===== config.mk =====
export PLATFORM = sky130hd
export DESIGN_NAME = dsr_status_reader
export DESIGN_NICKNAME = d
export VERILOG_FILES = /design/src/logic/dsr_pkg.sv /design/src/logic/dsr_status_reader.sv /design/src/logic/dsr_strobe_edge.sv
export SDC_FILE = /design/constraint.sdc
export NUM_CORES = 1
export LEC_CHECK = 0
export BUFFER_PORTS_ARGS = -buffer_cell sky130_fd_sc_hd__clkbuf_2
export CORE_AREA = 3 3 63 65
export DETAILED_ROUTE_END_ITERATION = 8
export DIE_AREA = 0 0 66 68
export HOLD_SLACK_MARGIN = 0.06
export PLACE_DENSITY = 0.69
export SETUP_SLACK_MARGIN = 0.3
export SYNTH_ARGS = -nofsm -noshare
export SYNTH_HDL_FRONTEND = slang
export SYNTH_HIERARCHICAL = 1
export SYNTH_SLANG_ARGS = --single-unit
export TNS_END_PERCENT = 50

===== constraint.sdc =====
create_clock -name i_core_clk -period 5.5 [get_ports i_core_clk]
set_clock_uncertainty 0.1 [all_clocks]
set_input_delay 1.375 -clock i_core_clk [delete_from_list [all_inputs] [get_ports i_core_clk]]
set_output_delay 1.375 -clock i_core_clk [all_outputs]
set_load 0.03 [all_outputs]

===== src/logic/dsr_pkg.sv =====
// constants for the display status read command interpreter
// assumes a single core clock; host strobes are already synchronous to it
package dsr_pkg;
    // command codes
    localparam logic [7:0] CMD_READ_IMAGE_MODE  = 8'h0D;
    localparam logic [7:0] CMD_READ_SIGNAL_MODE = 8'h0E;
    localparam logic [7:0] CMD_READ_SELF_DIAG   = 8'h0F;
    // image mode byte fields
    localparam int IMG_SCROLL_BIT  = 7;
    localparam int IMG_INVERT_BIT  = 5;
    localparam logic [2:0] IMG_GAMMA_VALUE = 3'h0;
    // signal mode byte fields
    localparam int SIG_TE_ON_BIT   = 7;
    localparam int SIG_TE_MODE_BIT = 6;
    localparam int SIG_HSYNC_BIT   = 5;
    localparam int SIG_VSYNC_BIT   = 4;
    localparam int SIG_PCLK_BIT    = 3;
    localparam int SIG_DE_BIT      = 2;
    localparam int SIG_DSI_ERR_BIT = 0;
    // self diagnostic byte fields
    localparam int DIAG_REGLOAD_BIT = 7;
    localparam int DIAG_FUNC_BIT    = 6;
    localparam int DIAG_CSUM_BIT    = 0;
    localparam logic [7:0] DIAG_RESET_VALUE = 8'h00;
    // host timing (other party keeps it)
    localparam int CSUM_WAIT_MS = 300;
    // read sequence states
    typedef enum logic [3:0]
    {
        ST_IDLE  = 4'b0001,
        ST_DUMMY = 4'b0010,
        ST_DATA  = 4'b0100,
        ST_HOLD  = 4'b1000
    } dsr_state_e;
endpackage : dsr_pkg


===== src/logic/dsr_status_reader.sv =====
// display status read command interpreter: image mode, signal mode, self diagnostic
// assumes host strobes synchronous to i_core_clk; data lines are a tri-state bus
// Behaviour
// RQ1 - command 0Dh returns image mode byte
// RQ2 - image bit 7 shows vertical scrolling
// RQ3 - image bit 5 shows inversion on
// RQ4 - image gamma bits 2..0 read 000
// RQ5 - command 0Eh returns signal mode byte
// RQ6 - signal bit 7 shows tearing output on
// RQ7 - signal bit 6 shows tearing output mode
// RQ8 - signal bits 5..2 show hsync vsync pclk de
// RQ9 - extra parallel reads repeat the status byte
// RQ10 - serial link skips dummy, sends status only
// RQ11 - command 0Fh returns self diagnostic byte
// RQ12 - bit 7 toggles on good register load
// RQ13 - bit 6 toggles on passed function check
// RQ14 - bit 0 set when checksums differ
// RQ15 - host waits 300 ms before trusting bit 0
// RQ16 - one dummy read precedes the status read
// RQ17 - signal bit 0 shows link error
// RQ18 - diag byte zero after resets, bits 5..1 zero
`timescale 1ns/100ps
module dsr_status_reader
    import dsr_pkg::*;
#(
    parameter int DATA_W = 8
)
(
    // clock and reset
    input  wire logic              i_core_clk,
    input  wire logic              i_nrst,
    // host parallel interface
    input  wire logic              i_data_command_select,
    input  wire logic              i_read_strobe_n,
    input  wire logic              i_write_strobe_n,
    input  wire logic [DATA_W-1:0] i_data,
    output logic      [DATA_W-1:0] o_data,
    output logic      [DATA_W-1:0] o_data_oe_n,
    // link selection: high when the host talks over the serial link
    input  wire logic              i_serial_link,
    // display state feeding the status bytes
    input  wire logic              i_scroll_active,
    input  wire logic              i_inversion_on,
    input  wire logic              i_tearing_on,
    input  wire logic              i_tearing_mode,
    input  wire logic              i_hsync_on,
    input  wire logic              i_vsync_on,
    input  wire logic              i_pixel_clock_in_on,
    input  wire logic              i_pixel_data_valid_on,
    input  wire logic              i_link_error,
    // self diagnostic events
    input  wire logic              i_soft_reset,
    input  wire logic              i_reg_load_ok,
    input  wire logic              i_func_check_ok,
    input  wire logic              i_csum_mismatch,
    // status
    output logic                   o_read_busy
);
    typedef struct packed
    {
        dsr_state_e  state;
        logic [7:0]  cmd;
        logic [7:0]  diag;
        logic [7:0]  dout;
        logic        drive;
    } dsr_regs_s;

    dsr_regs_s regs;
    dsr_regs_s next_regs;
    logic      wr_rise;
    logic      rd_rise;
    logic [7:0] image_byte;
    logic [7:0] signal_byte;
    logic [7:0] status_byte;

    // strobe edges; writes latch on the rising edge of the write strobe
    dsr_strobe_edge u_wr_edge
    (
        .i_core_clk (i_core_clk),
        .i_nrst     (i_nrst),
        .i_strobe_n (i_write_strobe_n),
        .o_rise     (wr_rise)
    );

    dsr_strobe_edge u_rd_edge
    (
        .i_core_clk (i_core_clk),
        .i_nrst     (i_nrst),
        .i_strobe_n (i_read_strobe_n),
        .o_rise     (rd_rise)
    );

    // status byte assembly; reserved bits read zero
    always_comb
    begin
        image_byte                      = 8'h00;
        image_byte[IMG_SCROLL_BIT]      = i_scroll_active;     // RQ2
        image_byte[IMG_INVERT_BIT]      = i_inversion_on;      // RQ3
        image_byte[2:0]                 = IMG_GAMMA_VALUE;     // RQ4
        signal_byte                     = 8'h00;
        signal_byte[SIG_TE_ON_BIT]      = i_tearing_on;        // RQ6
        signal_byte[SIG_TE_MODE_BIT]    = i_tearing_mode;      // RQ7
        signal_byte[SIG_HSYNC_BIT]      = i_hsync_on;          // RQ8
        signal_byte[SIG_VSYNC_BIT]      = i_vsync_on;          // RQ8
        signal_byte[SIG_PCLK_BIT]       = i_pixel_clock_in_on; // RQ8
        signal_byte[SIG_DE_BIT]         = i_pixel_data_valid_on; // RQ8
        signal_byte[SIG_DSI_ERR_BIT]    = i_link_error;        // RQ17
        if (regs.cmd == CMD_READ_IMAGE_MODE)
            status_byte = image_byte;                          // RQ1
        else if (regs.cmd == CMD_READ_SIGNAL_MODE)
            status_byte = signal_byte;                         // RQ5
        else
            status_byte = regs.diag;                           // RQ11
    end

    // next state: command decode, read sequencing and diagnostic byte
    always_comb
    begin
        next_regs = regs;
        // toggles are applied together so simultaneous events are kept, except when a soft reset in the same cycle clears the byte
        if (i_reg_load_ok)
            next_regs.diag[DIAG_REGLOAD_BIT] = ~regs.diag[DIAG_REGLOAD_BIT]; // RQ12
        if (i_func_check_ok)
            next_regs.diag[DIAG_FUNC_BIT] = ~regs.diag[DIAG_FUNC_BIT];       // RQ13
        next_regs.diag[DIAG_CSUM_BIT] = i_csum_mismatch;                     // RQ14
        next_regs.diag[5:1] = 5'h00;                                         // RQ18
        if (i_soft_reset)
            next_regs.diag = DIAG_RESET_VALUE;                               // RQ18

        if (wr_rise && !i_data_command_select)
        begin
            // any command ends a read in progress
            next_regs.cmd   = i_data[7:0];
            next_regs.drive = 1'b0;
            if (i_data[7:0] == CMD_READ_IMAGE_MODE ||
                i_data[7:0] == CMD_READ_SIGNAL_MODE ||
                i_data[7:0] == CMD_READ_SELF_DIAG)
                next_regs.state = i_serial_link ? ST_DATA : ST_DUMMY;        // RQ10
            else
                next_regs.state = ST_IDLE;
        end
        else if (rd_rise && i_data_command_select)
        begin
            case (regs.state)
                ST_DUMMY:
                begin
                    // dummy phase: undefined data, here the byte left from the last read; status byte loaded as it ends
                    next_regs.dout  = status_byte;                           // RQ16
                    next_regs.state = ST_DATA;
                end
                ST_DATA:
                begin
                    next_regs.state = ST_HOLD;
                end
                ST_HOLD:
                begin
                    next_regs.state = ST_HOLD;                               // RQ9
                end
                default:
                begin
                    next_regs.state = ST_IDLE;
                end
            endcase
        end

        // refresh the driven byte whenever a status read is pending
        if (next_regs.state == ST_DATA || next_regs.state == ST_HOLD)
        begin
            next_regs.dout  = status_byte;                                   // RQ9
            next_regs.drive = 1'b1;
        end
        else if (next_regs.state == ST_DUMMY)
            next_regs.drive = 1'b1;                                          // RQ16
        else
            next_regs.drive = 1'b0;
    end

    // state register; the diag byte clears on hardware reset
    always_ff @(posedge i_core_clk)
    begin
        if (!i_nrst)
        begin
            regs.state <= ST_IDLE;
            regs.cmd   <= 8'h00;
            regs.diag  <= DIAG_RESET_VALUE;                                  // RQ18
            regs.dout  <= 8'h00;
            regs.drive <= 1'b0;
        end
        else
            regs <= next_regs;
    end

    // bus drive only while the host holds the read strobe low
    assign o_data      = DATA_W'(regs.dout);
    assign o_data_oe_n = {DATA_W{~(regs.drive & ~i_read_strobe_n)}};
    assign o_read_busy = (regs.state != ST_IDLE);
endmodule : dsr_status_reader


===== src/logic/dsr_strobe_edge.sv =====
// rising edge detector for an active-low host strobe
// assumes the strobe is already synchronous to the core clock
`timescale 1ns/100ps
module dsr_strobe_edge
(
    // clock and reset
    input  wire logic i_core_clk,
    input  wire logic i_nrst,
    // strobe in, edge out
    input  wire logic i_strobe_n,
    output logic      o_rise
);
    logic prev;

    // idle level of the strobe is high, so reset to high avoids a false edge
    always_ff @(posedge i_core_clk)
    begin
        if (!i_nrst)
            prev <= 1'b1;
        else
            prev <= i_strobe_n;
    end

    assign o_rise = i_strobe_n & ~prev;
endmodule : dsr_strobe_edge


==> summary.txt <==
Critical path
  – Peak per-stage delay on the critical path: roughly 0.25 ns
  – Crit-path cells: clkbuf_2 -> nand2b_1 -> clkbuf_2
  – FF-to-FF Start: u_wr_edge/prev$_SDFF_PN1_
  – Reg2reg path depth: 6
  – Critical path startpoint: i_read_strobe_n
  – R2r setup slk: 3.67 ns
  – Most frequent CP cell: clkbuf_2
  – Critical path arrival: 1.94 ns
  – CP Launch Type: input port
  – WS Path Type: input port to primary output
  – Critical Path RT: 4.03 ns
  – Critical Path Sink Type: primary output
  – CP max FO: 8
  – RR Endpoint: o_data[4]$_SDFFE_PN0P_
  – Cell at the slowest stage of the critical path: clkbuf_2

Global routing
  – Largest net degree at the start of global routing: 30
  – Number of global-route vias before repair: 1058
  – First-pass GRT wire length: ~4400 um
  – Total track usage: 12.5%
  – GRT overflow: 0
  – Initial antenna violation count: 0

Detailed routing
  – Drt pass-1 iters: 4
  – DR vias: 1152
  – Drt initial violations: 46
  – Routed wire length: between 2000 and 3000 um
  – Post-route DRC: 0
  – WL per Instance: 11.5 um
  – Drt via density: 4.94
  – Antenna viol nets, final: 0

Yosys
  – Synthesized flop and latch total: 25
  – Yosys cell types: 50
  – Ys Warns: 6
  – Synth Flop Type: dfxtp_1
  – Synthesized instance count: 164
  – Synthesized cell area: 0.00145 mm2
  – Synth Net Count: 191
  – Syn avg cell area: 8.87 um2
  – Post-synth EDFFs: 0
  – Register area share after synthesis: approximately 34%
  – FFs w/ async S/R, synth: 0%

Placed design
  – Area after DPL: 0.00156 mm2
  – IO buf count: 42
  – Dpl cells: ~230
  – DP Wirelength: 2100 um
  – Pre-CTS setup slack: roughly 2.1 ns
  – Gp weighted congestion: roughly 0.82

Timing
  – Pins over their slew limit: 0
  – Slew margin rel.: roughly 62%
  – RSZ-0062 raised after global routing: no
  – Min Tclk post-route: around 3.4 ns
  – Fmax: 0.293 GHz
  – Slew @ Worst Pin: roughly 0.58 ns
  – Final count of hold timing violations: 0
  – Fin crit share: 62.1%
  – Hold_ws: ~0.37 ns
  – Final WS setup: 2.08 ns
  – Setup Viol. Count Final: 0
  – Setup tns final: 0 ns

Power
  – P_sw: 0.0736 mW
  – Leak: 0.650 nW
  – Internal power: 0.227 mW
  – Sw frac: 24.5%
  – Flop pwr share: 62.2%
  – Max VDD drop: 0.000120 V
  – Power Density: between 150 and 200 mW/mm2
  – Clock group share of total power: 27.9%
  – Combinational group share of total power: 9.9%
  – PnR Total Power: 0.300 mW

Worst hold path
  – Hold EP: o_data[5]$_SDFFE_PN0P_
  – Min-delay src: o_data[5]$_SDFFE_PN0P_
  – Min-Delay Path Class: flip-flop to flip-flop
  – WHS Path Cells: 2

Die
  – Core ar.: 0.00339 mm2
  – I/O pin count: 44
  – Initial core utilization: 42.9%
  – Die Ht: 68 um
  – Die span in x: 66 um
  – Rows: 21
  – Die footprint: 0.00449 mm2

Flow run
  – MaxCap Viol Count: 0

Clocking
  – Post-CTS Setup Repair Bufs: 0
  – Clk Tree Root Cell: clkbuf_4
  – TritonCTS buffer count: 3
  – Clock Pin Slew Worst Setup and Hold Paths: ~0.15 ns
  – Sinks on the clock net: 25
  – Max Buffers Root-to-Sink: 2
  – Hold buffer count at CTS: 0
  – Cells resized by post-CTS repair: 0
  – H-Tree Depth: 1
  – Latest clock arrival within the worst-skew pair: 0.32 ns
  – CTS tree: done

Finish
  – Layout Nets: around 220
  – Final std cells w/o fill: 233
  – Diodes inserted: 0
  – Final Cell Area: 0.00159 mm2
  – Fillers: roughly 350
  – Share of cells above drive strength 1: between 30% and 40%
  – Layout area overhead: 9.12%
  – Final core utilization: ~47%

Status
  – Status: finished clean
power groups by stage:
stage | Clock [mW] | Sequential (mW) | Combinational [mW]
2_1_floorplan | 0 | 0.190 | 0.0190
3_3_place_gp | 0 | 0.191 | 0.0300
3_5_place_dp | 0 | 0.191 | 0.0299
4_1_cts | 0.0876 | 0.187 | 0.0301
5_1_grt | 0.0943 | 0.187 | 0.0334
6_report | 0.0838 | 0.187 | 0.0297
layout make-up:
type,count,area (um2),area share [%]
Clock inverter,1,7.51,0.473
Sequential cell,25,500,31.5
Multi-Input combinational cell,113,773,48.7
Tap cell,46,57.6,3.63
Clock buffer,3,22.5,1.42
Inverter,2,7.51,0.473
Timing Repair Buffer,43,218,13.7
per-layer routing:
layer  track usage, %  routed length, um  part of all wire [%]
met4             3.81                 14                  0.52
met2             20.9               1190                    44
met3             2.79                216                   8.1
met1             16.1               1260                    47
met5                0                  0                     0
critical path, delay by kind of cell:
kind                   cells  cell delay (ns)
buffers and inverters      2             0.34
and+or+nand+nor            1             0.22
Yosys cell counts, drive strengths merged (2+ instances only):
master	instances	area, um2
buf	19	139
and2b	2	17.5
a22oi	2	20.0
o2111ai	2	17.5
xnor2	2	17.5
a41oi	2	17.5
nand2b	6	45.0
and4bb	2	28.8
nand2	31	116
o211ai	3	36.3
o21ai	4	20.0
o2bb2ai	2	17.5
nand3	5	25.0
clkbuf	4	25.0
dfxtp	25	500
nor2	8	30.0
inv	2	7.51
and3	2	18.8
and2	2	12.5
mux2i	7	70.1
nor2b	6	52.6
a21boi	8	60.1
registers in the layout (all words and copies together) (netlist names):
register and cells:
regs 16, u_wr_edge/prev 1, o_data 7, u_rd_edge/prev 1
cell usage in the layout (no fill, tap or decap), types with 2 or more instances in the layout:
cell type	n
a21boi_0	8
a41oi_1	2
and2_1	2
and2b_2	2
clkbuf_2	42
clkbuf_4	3
dfxtp_1	25
inv_1	2
mux2i_1	7
nand2_1	31
nand2b_1	5
nand3_1	5
nor2_1	8
nor2b_1	4
nor2b_4	2
o2111ai_1	2
o211ai_1	2
o21ai_0	3
o2bb2ai_1	2
xnor2_1	2
cell families (layout without fill, tap and decap cells):
group / count (synthesis) / count (layout) / synth area share, %
AO/OA/AOI/OAI: 31 / 31 / 18.6
XOR/XNOR: 2 / 2 / 1.21
buffers and inverters: 26 / 49 / 12.4
flip-flops: 25 / 25 / 34.4
multiplexers: 7 / 7 / 4.82
other: 1 / 1 / 0.258
AND/OR/NAND/NOR: 72 / 72 / 28.3
how the worst max path moves through the flow:
stage | depth (start not counted) | to | slack (ns)
2_1_floorplan | 2 | o_data_oe_n[1] | 2.01
3_3_place_gp | 3 | o_data_oe_n[4] | 2.10
3_5_place_dp | 3 | o_data_oe_n[0] | 2.07
4_1_cts | 3 | o_data_oe_n[0] | 2.07
5_1_grt | 3 | o_data_oe_n[6] | 2.01
6_report | 3 | o_data_oe_n[0] | 2.08
No activity file was read; power rests on OpenSTA's default activity.
